**src/design/prsl_consts.vh**
```
// prsl_consts.vh: register indices, field positions, reset values and timing
// for the rmii strap, led and interrupt pin block.
// assumes: included by bare name from the led and pin design files.
`ifndef PRSL_CONSTS_VH
`define PRSL_CONSTS_VH
// =====================================================
// register indices (byte address is four times index)
`define PRSL_IDX_CTRL 5'h00
`define PRSL_IDX_STRAP 5'h01
`define PRSL_IDX_INT 5'h1B
`define PRSL_IDX_LED 5'h1E
`define PRSL_IDX_PHYC 5'h1F
// =====================================================
// field positions
`define PRSL_CTRL_DUPLEX 8
`define PRSL_CTRL_ISO 10
`define PRSL_CTRL_ANEG 12
`define PRSL_STRAP_HI 2
`define PRSL_LED_LO 14
`define PRSL_LED_HI 15
`define PRSL_PHYC_POL 9
`define PRSL_INT_EN_LO 8
`define PRSL_INT_EN_HI 11
`define PRSL_INT_ST_HI 3
`define PRSL_EV_LINK_UP 0
`define PRSL_EV_LINK_DOWN 1
`define PRSL_EV_RX_ERR 2
`define PRSL_EV_TX_START 3
// =====================================================
// reset values and led modes
`define PRSL_LED_MODE_RST 2'h0
`define PRSL_LED_MODE_LINK_ACT 2'h0
`define PRSL_LED_MODE_LINK 2'h1
`define PRSL_ZERO32 32'h0000_0000
// =====================================================
// timing: blink half period in ms at the pclk rate
`define PRSL_CLK_HZ 10000000
`define PRSL_BLINK_MS 100
`define PRSL_BLINK_CYCLES (`PRSL_BLINK_MS * (`PRSL_CLK_HZ / 1000))
`endif

```
**src/design/prsl_sync.v**
```verilog
// prsl_sync.v: three-flop synchroniser for a group of pin inputs.
// assumes: inputs are asynchronous to pclk; no reset, so strap levels
// propagate while the chip is held in reset.
`timescale 1ns/1ps
module prsl_sync #(
  parameter W = 1
) (
  input wire pclk,
  input wire [W-1:0] din,
  output reg [W-1:0] dout
);
  reg [W-1:0] s1;
  reg [W-1:0] s2;
  reg [W-1:0] s3;

  // =====================================================
  // three stages; output follows once stages two and three agree
  always @(posedge pclk)
  begin
    s1 <= din;
    s2 <= s1;
    s3 <= s2;
    dout <= (s2 & s3) | (dout & (s2 ^ s3));
  end
endmodule

```
**src/design/prsl_led.v**
```verilog
// prsl_led.v: link/activity indicator driver.
// assumes: link and activity are pclk-domain levels from the phy core.
`timescale 1ns/1ps
`include "prsl_consts.vh"
module prsl_led #(
  parameter BLINK_CYCLES = `PRSL_BLINK_CYCLES
) (
  input wire pclk,
  input wire presetn,
  input wire [1:0] mode,
  input wire link_up,
  input wire activity,
  output reg led
);
  reg [31:0] cnt;
  reg blink;

  // =====================================================
  // blink generator, free running; activity gates it below
  always @(posedge pclk or negedge presetn)
  begin
    if (!presetn)
    begin
      cnt <= `PRSL_ZERO32;
      blink <= 1'b0;
    end
    else if (cnt >= BLINK_CYCLES - 1)
    begin
      cnt <= `PRSL_ZERO32;
      blink <= ~blink;
    end
    else
      cnt <= cnt + 32'h0000_0001;
  end

  // =====================================================
  // pin level per mode: high is off, low is on
  always @(posedge pclk or negedge presetn)
  begin
    if (!presetn)
      led <= 1'b1;
    else if (mode == `PRSL_LED_MODE_LINK_ACT)
      led <= ~link_up | (activity & blink);
    else if (mode == `PRSL_LED_MODE_LINK)
      led <= ~link_up;
    else
      led <= 1'b1; // reserved modes leave the led off
  end
endmodule

```
**src/design/prsl_pins.v**
```verilog
// prsl_pins.v: rmii pin logic with strap capture, reference clock out,
// interrupt pin and indicator led, registers reached over apb.
// assumes: pclk 10 MHz; ref_clk_in slower than pclk / 4; core side on pclk.
// Functional notes
// - rxd0 level at reset becomes duplex bit
// - three op mode straps held; crs_dv gives bit2
// - rx_er level at reset becomes isolate
// - led pin level at reset becomes autoneg
// - reference clock always driven to mac
// - interrupt polarity from 1Fh bit 9
// - 1Bh holds interrupt enables and status
// - led meaning chosen by 1Eh bits 15:14
// - led modes: link/activity, link, reserved off
// - crs_dv driven as output after reset unless isolate is set
// - rx_er driven as receive error after reset unless isolate is set
// - rxd0 driven as receive data bit 0
// - strap pins inputs in reset, outputs after; rxd0, crs_dv and rx_er stay inputs while isolate is set
// - two rx bits per ref clock with crs_dv
`timescale 1ns/1ps
`include "prsl_consts.vh"
module prsl_pins #(
  parameter BLINK_CYCLES = `PRSL_BLINK_CYCLES
) (
  input wire pclk,
  input wire presetn,
  input wire [7:0] paddr,
  input wire psel,
  input wire penable,
  input wire pwrite,
  input wire [31:0] pwdata,
  output reg [31:0] prdata,
  output reg pready,
  output reg pslverr,
  input wire ref_clk_in,
  output reg ref_clk_out,
  input wire rxd0_in,
  output reg rxd0_out,
  output reg rxd0_oe,
  output reg rxd1,
  input wire crs_dv_in,
  output reg crs_dv_out,
  output reg crs_dv_oe,
  input wire rx_er_in,
  output reg rx_er_out,
  output reg rx_er_oe,
  input wire link_indicator_output_in,
  output reg link_indicator_output_out,
  output reg link_indicator_output_oe,
  input wire op_mode_strap_bit0,
  input wire op_mode_strap_bit1,
  input wire tx_en,
  input wire [1:0] txd,
  input wire core_rx_dv,
  input wire [1:0] core_rxd,
  input wire core_rx_err,
  input wire core_link_up,
  input wire core_activity,
  output reg core_tx_valid,
  output reg [1:0] core_txd,
  output reg duplex,
  output reg isolate,
  output reg autoneg_enable,
  output reg [2:0] op_mode,
  output reg irq,
  output reg interrupt_pin
);
  wire [9:0] pin_s;
  wire ref_s;
  wire tx_en_s;
  wire [1:0] txd_s;
  wire led_level;
  reg ref_d;
  reg tx_en_d;
  reg strap_done;
  reg [1:0] led_mode;
  reg int_pol;
  reg [3:0] int_en;
  reg [3:0] int_st;
  reg link_d;
  reg [3:0] next_ev;
  reg [31:0] next_rdata;
  reg next_err;
  wire ref_rise;
  wire acc;
  wire wr;
  wire irq_lvl;

  // =====================================================
  // register index of an aligned in-range byte address
  function [5:0] reg_idx;
    input [7:0] a;
    begin
      reg_idx = (a[1:0] == 2'h0) ? {1'b0, a[6:2]} : 6'h3F;
    end
  endfunction

  // =====================================================
  // all off-domain inputs pass the synchroniser
  prsl_sync #(
    .W(10)
  ) u_sync (
    .pclk(pclk),
    .din({op_mode_strap_bit1, op_mode_strap_bit0, link_indicator_output_in, rx_er_in,
      crs_dv_in, rxd0_in, txd, tx_en, ref_clk_in}),
    .dout(pin_s)
  );
  assign ref_s = pin_s[0];
  assign tx_en_s = pin_s[1];
  assign txd_s = pin_s[3:2];
  assign ref_rise = ref_s & ~ref_d;

  // =====================================================
  // indicator led driver
  prsl_led #(
    .BLINK_CYCLES(BLINK_CYCLES)
  ) u_led (
    .pclk(pclk),
    .presetn(presetn),
    .mode(led_mode),
    .link_up(core_link_up),
    .activity(core_activity),
    .led(led_level)
  );

  // =====================================================
  // strap capture at the first edge after reset release
  always @(posedge pclk or negedge presetn)
  begin
    if (!presetn)
    begin
      strap_done <= 1'b0;
      op_mode <= 3'h0;
    end
    else if (!strap_done)
    begin
      strap_done <= 1'b1;
      op_mode <= {pin_s[5], pin_s[9], pin_s[8]};
    end
  end

  // =====================================================
  // pin direction: inputs during reset, outputs after; isolate keeps rxd0, crs_dv and rx_er as inputs
  always @(posedge pclk or negedge presetn)
  begin
    if (!presetn)
    begin
      rxd0_oe <= 1'b0;
      crs_dv_oe <= 1'b0;
      rx_er_oe <= 1'b0;
      link_indicator_output_oe <= 1'b0;
    end
    else
    begin
      rxd0_oe <= strap_done & ~isolate;
      crs_dv_oe <= strap_done & ~isolate;
      rx_er_oe <= strap_done & ~isolate;
      link_indicator_output_oe <= strap_done;
    end
  end

  // =====================================================
  // reference clock forward and rmii receive/transmit timing
  always @(posedge pclk or negedge presetn)
  begin
    if (!presetn)
    begin
      ref_d <= 1'b0;
      ref_clk_out <= 1'b0;
      rxd0_out <= 1'b0;
      rxd1 <= 1'b0;
      crs_dv_out <= 1'b0;
      rx_er_out <= 1'b0;
      tx_en_d <= 1'b0;
      core_tx_valid <= 1'b0;
      core_txd <= 2'h0;
      link_indicator_output_out <= 1'b1;
    end
    else
    begin
      ref_d <= ref_s;
      ref_clk_out <= ref_s;
      link_indicator_output_out <= led_level;
      core_tx_valid <= ref_rise & tx_en_s;
      if (ref_rise)
      begin
        crs_dv_out <= core_rx_dv;
        rx_er_out <= core_rx_err;
        rxd0_out <= core_rx_dv & core_rxd[0];
        rxd1 <= core_rx_dv & core_rxd[1];
        tx_en_d <= tx_en_s;
        if (tx_en_s)
          core_txd <= txd_s;
      end
    end
  end

  // =====================================================
  // event detection in the pclk domain
  always @*
  begin
    next_ev = 4'h0;
    next_ev[`PRSL_EV_LINK_UP] = core_link_up & ~link_d;
    next_ev[`PRSL_EV_LINK_DOWN] = ~core_link_up & link_d;
    next_ev[`PRSL_EV_RX_ERR] = ref_rise & core_rx_err;
    next_ev[`PRSL_EV_TX_START] = ref_rise & tx_en_s & ~tx_en_d;
  end

  // =====================================================
  // apb decode and read mux
  assign acc = psel & penable;
  assign wr = acc & pready & pwrite;
  always @*
  begin
    next_rdata = `PRSL_ZERO32;
    next_err = 1'b0;
    if (paddr[7] || reg_idx(paddr) == 6'h3F)
      next_err = 1'b1;
    else if (reg_idx(paddr) == {1'b0, `PRSL_IDX_CTRL})
    begin
      next_rdata[`PRSL_CTRL_DUPLEX] = duplex;
      next_rdata[`PRSL_CTRL_ISO] = isolate;
      next_rdata[`PRSL_CTRL_ANEG] = autoneg_enable;
    end
    else if (reg_idx(paddr) == {1'b0, `PRSL_IDX_STRAP})
      next_rdata[`PRSL_STRAP_HI:0] = op_mode;
    else if (reg_idx(paddr) == {1'b0, `PRSL_IDX_INT})
    begin
      next_rdata[`PRSL_INT_EN_HI:`PRSL_INT_EN_LO] = int_en;
      next_rdata[`PRSL_INT_ST_HI:0] = int_st;
    end
    else if (reg_idx(paddr) == {1'b0, `PRSL_IDX_LED})
      next_rdata[`PRSL_LED_HI:`PRSL_LED_LO] = led_mode;
    else if (reg_idx(paddr) == {1'b0, `PRSL_IDX_PHYC})
      next_rdata[`PRSL_PHYC_POL] = int_pol;
    else
      next_err = 1'b1;
  end

  // =====================================================
  // apb answer: one wait state, then pready with data
  always @(posedge pclk or negedge presetn)
  begin
    if (!presetn)
    begin
      pready <= 1'b0;
      prdata <= `PRSL_ZERO32;
      pslverr <= 1'b0;
    end
    else
    begin
      pready <= acc & ~pready;
      pslverr <= acc & ~pready & next_err;
      if (acc && !pready && !pwrite)
        prdata <= next_rdata;
    end
  end

  // =====================================================
  // register writes; straps seed control bits once
  always @(posedge pclk or negedge presetn)
  begin
    if (!presetn)
    begin
      duplex <= 1'b0;
      isolate <= 1'b0;
      autoneg_enable <= 1'b0;
      led_mode <= `PRSL_LED_MODE_RST;
      int_pol <= 1'b0;
      int_en <= 4'h0;
    end
    else if (!strap_done)
    begin
      duplex <= pin_s[4];
      isolate <= pin_s[6];
      autoneg_enable <= pin_s[7];
    end
    else if (wr && !next_err)
    begin
      if (reg_idx(paddr) == {1'b0, `PRSL_IDX_CTRL})
      begin
        duplex <= pwdata[`PRSL_CTRL_DUPLEX];
        isolate <= pwdata[`PRSL_CTRL_ISO];
        autoneg_enable <= pwdata[`PRSL_CTRL_ANEG];
      end
      else if (reg_idx(paddr) == {1'b0, `PRSL_IDX_INT})
        int_en <= pwdata[`PRSL_INT_EN_HI:`PRSL_INT_EN_LO];
      else if (reg_idx(paddr) == {1'b0, `PRSL_IDX_LED})
        led_mode <= pwdata[`PRSL_LED_HI:`PRSL_LED_LO];
      else if (reg_idx(paddr) == {1'b0, `PRSL_IDX_PHYC})
        int_pol <= pwdata[`PRSL_PHYC_POL];
    end
  end

  // =====================================================
  // sticky status, write one to clear, set wins
  always @(posedge pclk or negedge presetn)
  begin
    if (!presetn)
    begin
      int_st <= 4'h0;
      link_d <= 1'b0;
    end
    else
    begin
      link_d <= core_link_up;
      if (wr && reg_idx(paddr) == {1'b0, `PRSL_IDX_INT} && !paddr[7])
        int_st <= (int_st & ~pwdata[`PRSL_INT_ST_HI:0]) | next_ev;
      else
        int_st <= int_st | next_ev;
    end
  end

  // =====================================================
  // interrupt outputs with programmable pin polarity
  assign irq_lvl = |(int_st & int_en);
  always @(posedge pclk or negedge presetn)
  begin
    if (!presetn)
    begin
      irq <= 1'b0;
      interrupt_pin <= 1'b1;
    end
    else
    begin
      irq <= irq_lvl;
      interrupt_pin <= int_pol ? irq_lvl : ~irq_lvl;
    end
  end
endmodule

```
**config.mk**
```make
export PLATFORM = sky130hd
export DESIGN_NAME = prsl_pins
export DESIGN_NICKNAME = d
export VERILOG_FILES = /design/src/design/prsl_sync.v /design/src/design/prsl_led.v /design/src/design/prsl_pins.v
export VERILOG_INCLUDE_DIRS = /design/src /design/src/design
export SDC_FILE = /design/constraint.sdc
export NUM_CORES = 1
export LEC_CHECK = 0
export BUFFER_PORTS_ARGS = -buffer_cell sky130_fd_sc_hd__buf_4
export CORE_MARGIN = 2
export CORE_UTILIZATION = 50
export DETAILED_ROUTE_END_ITERATION = 10
export PLACE_DENSITY_LB_ADDON = 0.3
export RECOVER_POWER = 100
export SLEW_MARGIN = 15
export SYNTH_ARGS = -nofsm -noshare
export SYNTH_HDL_FRONTEND = slang
export SYNTH_SLANG_ARGS = --single-unit
```
**constraint.sdc**
```tcl
create_clock -name pclk -period 2.5 [get_ports pclk]
set_clock_uncertainty 0.05 [all_clocks]
set_input_delay 0.75 -clock pclk [delete_from_list [all_inputs] [get_ports pclk]]
set_output_delay 0.75 -clock pclk [all_outputs]
set_load 0.01 [all_outputs]
```
* Word level (Yosys, flattened, before mapping)
Cells that the tools add are included.
Operators by class: add/subtract/negate cells 1, eq/ne operators 8, bitwise operators 36, multiply operators 0, shifts and indexed selects 0, reduce and logical (&&, ||, !) cells 19, multiplexer cells 43, magnitude comparators 1, divide/modulo/power cells 0
Operators by type and width (count):
- adder 32 x 1 -> 32 bit, second input constant | 1
- >= comparator 32 x 20 -> 1 bit, second input constant | 1
- 2-to-1 mux 32 bit | 1
- 2-to-1 mux 1 bit | 28
- AND 10 bit | 2
- 2-to-1 mux 4 bit | 5
- == test 6 x 5 -> 1 bit, second input constant | 3
- AND 1 bit | 15
- 2-to-1 mux 2 bit | 6
- NOT 1 bit | 11
- OR 10 bit | 1
- bitwise XOR 10 bit | 1
- AND 4 bit | 2
- OR 4 bit | 2
- == test 6 x 1 -> 1 bit, second input constant | 1
- == test 6 bit, second input constant | 1
- zero test 6 bit | 1
- 2-to-1 mux 6 bit | 1
- AND reduction 6 bit | 1
- logical AND 1 bit | 5
- 2-to-1 mux 5 bit | 1
- AND reduction 5 bit | 1
- zero test 1 bit | 4
- zero test 2 bit | 2
- other kinds (9) | 11
Storage, ports and cells: memories kept 0, bits in registers 120, output and inout port bits 55, word-level logic and storage cells 141, bits in latches 0, RAM bits 0, input bits 61, bits in read-only memories 0

* Depth between registers and ports, before layout
Gate-level depths: netlist (run 1).
depth in word-level cells 13, mapped depth 7, depth with buffers taken out 6

* Hierarchy
From an unflattened synthesis (run 1), not the netlist that was laid out.
Unflattened totals: cells, all modules 381, area, all modules 4610.7 um^2
Modules (own cells, without submodules):
- prsl_pins | area an instance 2117.0 um^2, times used 1, cells each 190, sequential area each 1153.6 um^2
- prsl_led | area an instance 1492.7 um^2, times used 1, cells each 131, sequential area each 852.1 um^2
- prsl_sync | area an instance 1001.0 um^2, times used 1, cells each 60, sequential area each 800.8 um^2

* Least setup slack after synthesis (run 1)
Ideal clock, no wire load.
path kind input to register, from in paddr[4], to reg autoneg_enable, setup slack 0.244 ns, stages on the path 7, data arrival time 2.068 ns, buffers on the path 2, required time 2.312 ns, setup time 0.138 ns, cells stage by stage clkbuf_1 nor4_1 nand2_1 or4_1 clkbuf_1 mux2i_1 a21oi_1
On the way: longest elaborated chain between the ends 12, elaborated cells between the ends (all ways) 19, those cells by class 7 x eq/ne; 7 x mux; 5 x reduce/logical
RTL lines:
- from (decl) | line prsl_pins.v:26 | input wire [7:0] paddr,
- 2-to-1 mux 6 bit * | line prsl_pins.v:93 | reg_idx = (a[1:0] == 2'h0) ? {1'b0, a[6:2]} : 6'h3F;
- == test 6 x 5 -> 1 bit | line prsl_pins.v:233 | else if (reg_idx(paddr) == {1'b0, `PRSL_IDX_PHYC})
- 2-to-1 mux 1 bit | line prsl_pins.v:233
- 2-to-1 mux 1 bit | line prsl_pins.v:231 | else if (reg_idx(paddr) == {1'b0, `PRSL_IDX_LED})
- 2-to-1 mux 1 bit | line prsl_pins.v:226 | else if (reg_idx(paddr) == {1'b0, `PRSL_IDX_INT})
- 2-to-1 mux 1 bit | line prsl_pins.v:224 | else if (reg_idx(paddr) == {1'b0, `PRSL_IDX_STRAP})
- 2-to-1 mux 1 bit | line prsl_pins.v:218 | else if (reg_idx(paddr) == {1'b0, `PRSL_IDX_CTRL})
- 2-to-1 mux 1 bit | line prsl_pins.v:216 | if (paddr[7] || reg_idx(paddr) == 6'h3F)
- zero test 1 bit | line prsl_pins.v:277 | else if (wr && !next_err)
- logical AND 1 bit | line prsl_pins.v:277
- inequality test 2 x 1 -> 1 bit (no source line)
- AND reduction 2 bit (no source line) *
- to (signal assigned) | line prsl_pins.v:275 | autoneg_enable <= pin_s[7];
- to (signal assigned) | line prsl_pins.v:283 | autoneg_enable <= pwdata[`PRSL_CTRL_ANEG];
- to (decl) | line prsl_pins.v:62 | output reg autoneg_enable,
Mark *: on every way between the ends. The rest lies on a longest branch, timed or not. A chain may end at the register's enable or synchronous reset.

* Worst setup path after layout (run 1)
from reg u_led.cnt[0], to reg u_led.blink
On the way: longest elaborated chain between the ends 1
RTL lines:
- from (decl) | line prsl_led.v:15 | reg [31:0] cnt;
- from (signal assigned) | line prsl_led.v:24 | cnt <= `PRSL_ZERO32;
- from (signal assigned) | line prsl_led.v:29 | cnt <= `PRSL_ZERO32;
- from (signal assigned) | line prsl_led.v:33 | cnt <= cnt + 32'h0000_0001;
- >= comparator 32 x 20 -> 1 bit | line prsl_led.v:27 | else if (cnt >= BLINK_CYCLES - 1)
- to (signal assigned) | line prsl_led.v:30 | blink <= ~blink;
- to (decl) | line prsl_led.v:16 | reg blink;
No other way between the ends.

==> results of run 1 <==
-- final timing paths --
| path | startpoint | to | slack [ns] | cells after the start |
|---|---|---|---|---|
| worst max-delay path | u_led.cnt[0]$_DFF_PN0_ | u_led.blink$_DFFE_PN0N_ | 0.20 | 6 |
| worst min-delay path | u_sync.s1[8]$_DFF_P_ | u_sync.s2[8]$_DFF_P_ | 0.28 | 0 |
| worst max register to register | u_led.cnt[0]$_DFF_PN0_ | u_led.blink$_DFFE_PN0N_ | 0.20 | 6 |
| worst min register to register | u_sync.s1[8]$_DFF_P_ | u_sync.s2[8]$_DFF_P_ | 0.28 | 0 |
| max in group asynchronous | presetn | u_led.led$_DFF_PN1_ | 0.65 | 2 |
| min in group asynchronous | presetn | u_led.cnt[21]$_DFF_PN0_ | 0.69 | 1 |
-- state kept, by name (all words and copies together) (netlist names), 2 cells and up --
| register | count |
|---|---|
| op_mode | 3 |
| int_en | 4 |
| u_sync.s2 | 10 |
| u_sync.s3 | 10 |
| led_mode | 2 |
| prdata | 11 |
| u_sync.dout | 10 |
| int_st | 4 |
| u_sync.s1 | 10 |
| u_led.cnt | 32 |
| core_txd | 2 |
-- cells by family (layout without fill, tap and decap cells) --
logic type	count (synthesis)	count (layout)
AOI/OAI and AO/OA	43	43
xor gates and xnor gates	18	18
adders and majority gates	11	11
buffers and inverters	36	119
DFF	120	120
muxes	16	16
other	2	34
and+or+nand+nor	117	117
-- metrics by stage --
| step | std cells | hold WS, ns | power (mW) |
|---|---|---|---|
| after floorplan | 395 | 0.260 | 2.29 |
| after global placement | 554 | 0.262 | 2.45 |
| after detailed placement | 554 | 0.262 | 2.46 |
| after CTS | 586 | 0.145 | 4.86 |
| after global routing | 586 | 0.276 | 4.95 |
| final | 586 | 0.275 | 4.77 |
-- synth_stat cells (8+ instances only) --
library cell  number  area (sq um)
dfxtp_1           40           801
xor2_1            12           105
inv_1              8          30.0
nand2_1           39           146
buf_4             23           173
nor2_1            28           105
ha_1              11           138
mux2_2            12           135
a21o_1            10          75.1
nand3_1           12          60.1
dfrtp_1           77          1930
-- power groups by stage --
stage               logic, mW  clock network [mW]  registers (mW)
global route            0.304                2.52            2.12
global placement        0.309                   0            2.14
CTS                     0.322                2.42            2.11
floorplan               0.137                   0            2.16
detailed placement      0.318                   0            2.15
finish                  0.270                2.39            2.11
-- area by class of cell --
| cell class | instances | area share, % |
|---|---|---|
| Clock buffer | 22 | 8.79 |
| Clock inverter | 10 | 2.04 |
| Inverter | 8 | 0.545 |
| Multi-Input combinational cell | 239 | 27.0 |
| Sequential cell | 120 | 50.9 |
| Tap cell | 108 | 2.45 |
| Timing Repair Buffer | 79 | 8.27 |
-- routing by layer --
| layer | up-vias | GRT usage (%) | part of all wire (%) |
|---|---|---|---|
| met3 | 12 | 6.23 | 4.6 |
| met4 | 0 | 7.59 | 1.7 |
| li1 | 1410 | - | - |
| met1 | 1473 | 23.7 | 42 |
| met5 | - | 0 | 0 |
| met2 | 72 | 32.6 | 52 |
==> flow_summary_export.csv, run 1 <==
group,metric,value,unit
cts,numCtsBuffers,17,
setup_path,required,2.78,ns
sta,setup_viol,0,
setup_path,crit_buf_inv,0,
power_and_ir_drop,ir_worst_vdd,559,uV
yosys,yosysWarnings,0,
route,drtIter0Drc,111,
yosys,synthMuxAreaShare,3.97,%
setup_path,cp_max_fo,19,
power_and_ir_drop,clock_power_share,50.1,%
finish,most-common-layout-cells,"77 x dfrtp_1, 41 x clkbuf_1, 40 x dfxtp_1",
sta,fin_crit_sh,91.9,%
yosys,synth-simple-area-share,13.2,%
die,core,8640,sq um
finish,syn_to_final_growth,24.9,%
sta,final-max-slew-violation-count,33,
finish,drive_gt1_share,18.4,%
die,die_height,97.9,microns
setup_path,crit_path_start_kind,"flip-flop",
placed_design,gp_congestion,0.797,
sta,rsz0062_at_grt,"no",
cts,clockBufferDepth,2,
global_route,grt_max_degree,49,
finish,diodes,0,
setup_path,worstPathCellList,"ha_1, and4_1, a311o_1, a21oi_2, o21bai_2, xor2_1",
power_and_ir_drop,combinationalPowerShare,5.7,%
global_route,grt_pass1_wl,14600,microns
power_and_ir_drop,power_density,865,nW/um^2
route,ant_nets,0,
yosys,synth_compound_area_share,7.23,%
finish,register_area,2810,sq um
die,row_count,34,
yosys,synthAdderAreaFrac,3.12,%
finish,multi_input_area,1490,sq um
route,via_count,2967,
sta,period_minus_slack,2.30,ns
placed_design,port_buffers,73,
setup_path,critPathMaxStageDelay,0.70,ns
sta,max_freq,435,MHz
cts,post_cts_buffers,0,
setup_path,crit_type,"flip-flop to flip-flop",
power_and_ir_drop,power_switching_share,21.9,%
yosys,synthesis.area,4410,sq um
route,dr.pass1.iters,4,
power_and_ir_drop,power.internal,3.72,mW
cts,cts_root_buf,"clkbuf_8",
worst_hold_path,hold_path_class,"flip-flop to flip-flop",
sta,final.setup.tns,0,ns
die,die_area,9590,sq um
power_and_ir_drop,p_leak,2.54,nW
cts,hold_buffers,0,
sta,tightest_slew,1.82,ns
setup_path,cp_slowest_cell,"o21bai_2",
flow_run,cap_violations,1,
finish,final_nets,537,
die,ios,116,
cts,ctsHtreeMaxLevel,4,
yosys,synth_seq_cells,120,
die,initial_core_util,51.1,%
yosys,ys_seq_area_share,63.6,%
yosys,synth_top_family_by_area,"simple AND/OR/NAND/NOR gates",
route,finalWirelength,8620,microns
power_and_ir_drop,switchingPower,1.04,mW
setup_path,cp-end-kind,"flip-flop",
finish,final_area,5510,sq um
cts,insertion_delay,0.50,ns
die,dieWidth,97.9,microns
route,drc,0,
global_route,grt_pass1_vias,3061,
sta,hold_viol_final,0,
yosys,ys_async_sr_fraction,66.7,%
yosys,synth_xor_area_share,3.57,%
route,viasPerCell,5.06,
cts,cts.sinks,120,
yosys,synth_enable_flop_cells,0,
global_route,grt_antenna_before_repair,0,
yosys,ys.flop_type,"dfrtp_1",
cts,path_clk_slew,0.06,ns
yosys,synth_cell_type_count,42,
setup_path,critical_path.top_delay_family,"compound AO/OA/AOI/OAI gates",
placed_design,dp_hpwl,5770,microns
finish,num-fill-cells,695,
setup_path,critPathArrivalTime,2.58,ns
yosys,avgSynthCellArea,12.2,sq um
global_route,grt_use_total,19.5,%
sta,timing.final.ws_setup,0.203,ns
cts,ctsResizeCount,0,
power_and_ir_drop,seqPwrFrac,44.3,%
outcome,status,"finished with violations",
yosys,syn_inst,363,
route,avgRoutedWirePerCell,14.7,microns
sta,slew_headroom,-21.6,%
finish,mostFrequentLayoutCell,"dfrtp_1",
cts,cts_tree,"done",
placed_design,pre_cts_slack,0.121,ns
placed_design,dpl_cell_area,5070,sq um
outcome,violations,"max-capacitance violations, max-slew violations",
global_route,grt-ovfl-total,0,
finish,post-route-util,63.8,%
(Power assumes the default switching activity.)
==> run 2, diff against run 1 <==
--- a/config.mk
+++ b/config.mk
@@ -6,13 +6,14 @@
 export SDC_FILE = /design/constraint.sdc
 export NUM_CORES = 1
 export LEC_CHECK = 0
-export BUFFER_PORTS_ARGS = -buffer_cell sky130_fd_sc_hd__buf_4
 export CORE_MARGIN = 2
 export CORE_UTILIZATION = 50
 export DETAILED_ROUTE_END_ITERATION = 10
+export DONT_BUFFER_PORTS = 1
 export PLACE_DENSITY_LB_ADDON = 0.3
 export RECOVER_POWER = 100
 export SLEW_MARGIN = 15
 export SYNTH_ARGS = -nofsm -noshare
 export SYNTH_HDL_FRONTEND = slang
 export SYNTH_SLANG_ARGS = --single-unit
+export TNS_END_PERCENT = 10
==> run 2 against run 1 <==
Compared with the run above:
- the run still ends with max-capacitance violations, max-slew violations left
- routed wire length shrank 9.3%
- register-to-register slack gained 0.02 ns
- sequential share of layout area grew 4.1 points
- maximum frequency rose by 0.69%
- via count shrank 11%
- utilization down 4.7 points
- clock power is 3% higher
==> flow_summary_export.csv, run 2 (synthesized netlist as in run 1, its figures left out) <==
group,metric,value,unit
sta,timing.final.ws_setup,0.219,ns
global_route,grt_pass1_wl,13000,microns
finish,final_nets,464,
die,row_count,34,
cts,cts.sinks,120,
die,ios,116,
setup_path,worstPathCellList,"ha_1, and4_1, a311o_1, a21oi_1, o21bai_2, xor2_1",
power_and_ir_drop,power_density,931,nW/um^2
route,avgRoutedWirePerCell,15.2,microns
cts,ctsResizeCount,0,
setup_path,critPathArrivalTime,2.57,ns
setup_path,crit_path_start_kind,"flip-flop",
power_and_ir_drop,ir_worst_vdd,952,uV
route,drc,0,
finish,diodes,0,
finish,top_regs,"u_led.cnt (32), prdata (11)",
cts,insertion_delay,0.51,ns
die,initial_core_util,51.1,%
cts,path_clk_slew,0.06,ns
global_route,grt.met2_usage,28.5,%
outcome,violations,"max-capacitance violations, max-slew violations",
setup_path,crit_buf_inv,0,
sta,final.setup.tns,0,ns
sta,rsz0062_at_grt,"no",
placed_design,dp_hpwl,5470,microns
finish,mostFrequentLayoutCell,"dfrtp_1",
setup_path,crit_type,"flip-flop to flip-flop",
die,core,8640,sq um
finish,syn_to_final_growth,15.6,%
placed_design,pre_cts_slack,0.217,ns
sta,hold_viol_final,0,
route,via_count,2651,
route,drtIter0Drc,84,
sta,tightest_slew,1.84,ns
cts,clockBufferDepth,2,
die,die_height,97.9,microns
cts,cts_tree,"done",
placed_design,port_buffers,0,
worst_hold_path,hold_path_class,"input port to asynchronous set/reset pin",
setup_path,cp_slowest_cell,"dfrtp_1",
setup_path,required,2.79,ns
finish,largest_reg_flops,32,
setup_path,critical_path.top_delay_family,"compound AO/OA/AOI/OAI gates",
sta,slew_headroom,-22.5,%
setup_path,critPathMaxStageDelay,0.41,ns
cts,cts_root_buf,"clkbuf_8",
cts,ctsHtreeMaxLevel,4,
setup_path,cp_max_fo,19,
route,dr.pass1.iters,4,
sta,final-max-slew-violation-count,78,
route,viasPerCell,5.17,
finish,most-common-layout-cells,"77 x dfrtp_1, 40 x dfxtp_1, 39 x nand2_1",
global_route,grt_pass1_vias,2663,
power_and_ir_drop,p_leak,2.33,nW
placed_design,gp_congestion,0.790,
route,finalWirelength,7820,microns
route,ant_nets,0,
global_route,grt_use_total,17.6,%
die,dieWidth,97.9,microns
sta,setup_viol,0,
sta,fin_crit_sh,91.2,%
outcome,status,"finished with violations",
sta,max_freq,438,MHz
global_route,grt-ovfl-total,0,
global_route,grt.busiest_layer,"met2",
global_route,grt_antenna_before_repair,0,
flow_run,cap_violations,1,
finish,regMostFlops,"u_led.cnt",
cts,numCtsBuffers,17,
finish,drive_gt1_share,13.1,%
setup_path,cp-end-kind,"flip-flop",
global_route,grtUsageMet3,7.66,%
global_route,grt_max_degree,78,
cts,post_cts_buffers,0,
sta,period_minus_slack,2.28,ns
die,die_area,9590,sq um
global_route,grtUsageMet1,20.6,%
## run 2: changes by cell type in the layout (fill, tap and decap cells not counted), moves of 2 or more
| cell | delta |
|---|---|
| inv_8 | +2 |
| clkinv_2 | -2 |
| clkbuf_4 | -11 |
| clkinvlp_4 | -2 |
| clkbuf_1 | -38 |
| inv_4 | -3 |
| clkbuf_8 | -3 |
| buf_4 | -25 |
| inv_6 | +9 |
## run 2: worst paths after layout
check / start / endpoint / slack (ns) / cells past startpoint
min: presetn / u_led.led$_DFF_PN1_ / 0.03 / 0
max: u_led.cnt[0]$_DFF_PN0_ / u_led.blink$_DFFE_PN0N_ / 0.22 / 6
min reg2reg: u_sync.s1[2]$_DFF_P_ / u_sync.s2[2]$_DFF_P_ / 0.27 / 0
max reg2reg: u_led.cnt[0]$_DFF_PN0_ / u_led.blink$_DFFE_PN0N_ / 0.22 / 6
max in group asynchronous: presetn / core_txd[0]$_DFFE_PN0P_ / 0.62 / 1
min in group pclk: ref_clk_in / u_sync.s1[0]$_DFF_P_ / 0.21 / 0
## run 2: per-stage QoR
step                      power (mW)  cells  instance area (sq um)  hold slack [ns]  utilization [%]
after floorplan                 2.29    395                   4530            0.260                -
after global placement          2.29    480                   4510            0.261             52.2
after detailed placement        2.31    480                   4510            0.263             52.2
after CTS                       4.81    513                   5140           0.0129             59.6
after global routing            4.92    513                   5100          0.00414             59.1
final                           4.75    513                   5100           0.0323             59.1
## run 2: routing by layer
metal	wire length, microns	up-vias
met2	3880	69
met5	0	-
li1	-	1267
met1	3270	1298
met3	476	17
met4	192	0
## run 2: worst reg2reg max path, cell delays in order, from the launching register on
cell and delay [ns]:
dfrtp_1 0.41, ha_1 0.24, and4_1 0.24, a311o_1 0.39, a21oi_1 0.23, o21bai_2 0.31
xor2_1 0.24
## run 2: power breakdown
group | switching, mW | leakage (nW) | internal (mW)
Sequential | 0.0940 | 1.35 | 2.05
Combinational | 0.0897 | 0.674 | 0.0584
Clock | 0.940 | 0.302 | 1.52
Total | 1.12 | 2.33 | 3.63
## run 2: layout make-up
cell class                 instances  area (sq um)
inverter                           8          30.0
sequential                       120          2810
fill                             715          3530
multi-input combinational        239          1490
tap                              108           135
clock inverter                    14           170
clock buffer                      18           439
timing repair buffer               6          31.3
## run 2: repair_timing
item,in CTS,in global routing
setup endpoints to repair,0,0
endpoints found under the hold margin,77,0
hold buffers,1,0
==> run 3, diff against run 2 <==
--- a/config.mk
+++ b/config.mk
@@ -15,5 +15,6 @@
 export SLEW_MARGIN = 15
 export SYNTH_ARGS = -nofsm -noshare
 export SYNTH_HDL_FRONTEND = slang
+export SYNTH_HIERARCHICAL = 1
 export SYNTH_SLANG_ARGS = --single-unit
 export TNS_END_PERCENT = 10
==> constraint.sdc (replaced) <==
create_clock -name pclk -period 2.45 [get_ports pclk]
set_clock_uncertainty 0.05 [all_clocks]
set_input_delay 0.735 -clock pclk [delete_from_list [all_inputs] [get_ports pclk]]
set_output_delay 0.735 -clock pclk [all_outputs]
set_load 0.01 [all_outputs]
==> run 3 against run 2 <==
Compared with the run above:
- the run ends with negative hold slack left
- hold slack worse by 0.17 ns
- non-clock buffer count stayed put
- maximum frequency is 12% higher
- synthesized cell count is 5.0% higher
- largest power group unchanged
==> flow_summary_export.csv, run 3 <==
group,metric,value,unit
outcome,status,"finished with violations",
outcome,violations,"negative hold slack",
yosys,synth_enable_flop_cells,0,
global_route,grt_use_total,19.1,%
cts,path_clk_slew,0.06,ns
sta,period_minus_slack,2.05,ns
global_route,grt.met2_usage,29.2,%
route,drc,0,
setup_path,required,2.80,ns
global_route,grt_max_degree,81,
finish,syn_to_final_growth,13.6,%
finish,largest_reg_flops,32,
sta,timing.final.ws_setup,0.404,ns
sta,fin_crit_sh,83.5,%
global_route,grt_pass1_vias,2903,
die,core,9110,sq um
cts,numCtsBuffers,17,
route,drtIter0Drc,93,
global_route,grt_antenna_before_repair,0,
setup_path,crit_path_start_kind,"flip-flop",
yosys,ys_seq_area_share,60.9,%
cts,insertion_delay,0.52,ns
die,die_height,100,microns
global_route,grt.busiest_layer,"met2",
setup_path,critPathArrivalTime,2.39,ns
cts,ctsResizeCount,0,
worst_hold_path,hold_path_class,"input port to asynchronous set/reset pin",
sta,setup_viol,0,
sta,rsz0062_at_grt,"no",
global_route,grt-ovfl-total,0,
flow_run,cap_violations,0,
setup_path,cp-end-kind,"flip-flop",
yosys,synth_area_leaders,"dfrtp_1 42%, dfxtp_1 17%, buf_4 3.7%",
finish,top_regs,"u_led/cnt (32), prdata (11)",
finish,diodes,0,
finish,post-route-util,57.5,%
power_and_ir_drop,p_leak,2.29,nW
global_route,grtUsageMet1,22.9,%
die,row_count,35,
die,dieWidth,100,microns
yosys,synth.most_common_cell,"dfrtp_1",
setup_path,crit_type,"flip-flop to flip-flop",
route,dr.pass1.iters,7,
sta,final.setup.tns,0,ns
sta,max_freq,489,MHz
finish,drive_gt1_share,14.1,%
yosys,synth_top_area_share,41.8,%
placed_design,port_buffers,0,
yosys,syn_inst,381,
cts,cts.sinks,120,
power_and_ir_drop,ir_worst_vdd,610,uV
power_and_ir_drop,power_density,890,nW/um^2
sta,tightest_slew,0.715,ns
die,ios,116,
yosys,yosysWarnings,6,
placed_design,dp_hpwl,5820,microns
placed_design,gp_congestion,0.805,
route,ant_nets,0,
die,initial_core_util,50.6,%
sta,final-max-slew-violation-count,0,
finish,mostFrequentLayoutCell,"dfrtp_1",
yosys,ys_async_sr_fraction,66.7,%
global_route,grt_pass1_wl,14500,microns
route,finalWirelength,8680,microns
yosys,synth_cell_type_count,51,
setup_path,cp_max_fo,14,
sta,holdWs,-0.139,ns
sta,slew_headroom,52.3,%
cts,post_cts_buffers,0,
finish,regMostFlops,"u_led/cnt",
yosys,ys_top_cells_by_count,"77 x dfrtp_1, 40 x dfxtp_1, 35 x nand2_1",
yosys,synth_seq_cells,120,
finish,most-common-layout-cells,"77 x dfrtp_1, 40 x dfxtp_1, 35 x nand2_1",
die,die_area,10000,sq um
cts,clockBufferDepth,2,
global_route,grtUsageMet3,9.33,%
cts,cts_tree,"done",
yosys,synthesis.area,4610,sq um
finish,final_nets,478,
placed_design,pre_cts_slack,0.159,ns
cts,cts_root_buf,"clkbuf_8",
route,viasPerCell,5.47,
route,avgRoutedWirePerCell,16.4,microns
yosys,synth_top_cell_by_area,"dfrtp_1",
cts,ctsHtreeMaxLevel,4,
yosys,ys.flop_type,"dfrtp_1",
sta,hold_viol_final,77,
route,via_count,2898,
yosys,avgSynthCellArea,12.1,sq um
-- run 3: cell types whose count changed after synthesis, sizes merged, moves of 3 or more --
cell   before  now
nand4       7   20
o21ai       5   12
inv         8    5
xnor2       6   11
xor2       12    5
nor2       28   23
mux2i       4    1
a22o        7    4
nand2      39   35
-- run 3: cell type report --
cell class              count  area, sq um
clock buffers              17          414
flip-flops and latches    120         2810
clock inverters            15          149
fillers                   735         3870
well taps                 111          139
multi-input cells         256         1670
inverters                   5         18.8
repair buffers              6         37.5
-- run 3: final timing paths --
| path | startpoint | end | slack, ns | cells after the start |
|---|---|---|---|---|
| setup / recovery | strap_done$_DFF_PN0_ | int_en[3]$_DFFE_PN0P_ | 0.40 | 4 |
| hold / removal | presetn | u_led/cnt[13]$_DFF_PN0_ | -0.14 | 0 |
| setup reg to reg | strap_done$_DFF_PN0_ | int_en[3]$_DFFE_PN0P_ | 0.40 | 4 |
| hold reg to reg | u_sync/s1[4]$_DFF_P_ | u_sync/s2[4]$_DFF_P_ | 0.28 | 0 |
| max in group asynchronous | presetn | u_led/led$_DFF_PN1_ | 2.31 | 0 |
| min in group pclk | tx_en | u_sync/s1[1]$_DFF_P_ | 0.18 | 0 |
-- run 3: power breakdown --
group | switching [mW] | total (mW) | internal, mW
Combinational | 0.0793 | 0.146 | 0.0668
Sequential | 0.0959 | 2.19 | 2.09
Clock | 1.02 | 2.33 | 1.30
-- run 3: logic make-up (layout without fill, tap and decap cells) --
| group | Yosys count | count (layout) | share of synthesized area, % |
|---|---|---|---|
| AO/OA/AOI/OAI | 49 | 49 | 8.14 |
| XOR/XNOR | 16 | 16 | 3.04 |
| adder cells (fa/ha/maj) | 11 | 11 | 2.99 |
| buffers and inverters | 36 | 43 | 5.13 |
| flip-flops | 120 | 120 | 60.9 |
| multiplexers | 13 | 13 | 3.15 |
| other | 3 | 34 | 0.244 |
| AND/OR/NAND/NOR | 133 | 133 | 16.4 |
-- run 3: stage by stage --
stage	power, mW	cell area [sq um]	instances
2_1_floorplan	2.35	4730	412
3_3_place_gp	2.36	4690	498
3_5_place_dp	2.37	4690	498
4_1_cts	4.72	5260	530
5_1_grt	4.84	5240	530
6_report	4.66	5240	530
-- run 3: per-layer routing --
metal	wire, microns	vias up
met3	751	16
met1	3610	1427
met5	0	-
met4	170	0
li1	-	1368
met2	4150	87
-- run 3: critical path: stages, from the launching register on --
cell	delay, ns
dfrtp_1	0.32
clkbuf_1	0.54
nand2b_1	0.16
nor4_2	0.44
mux2_2	0.40
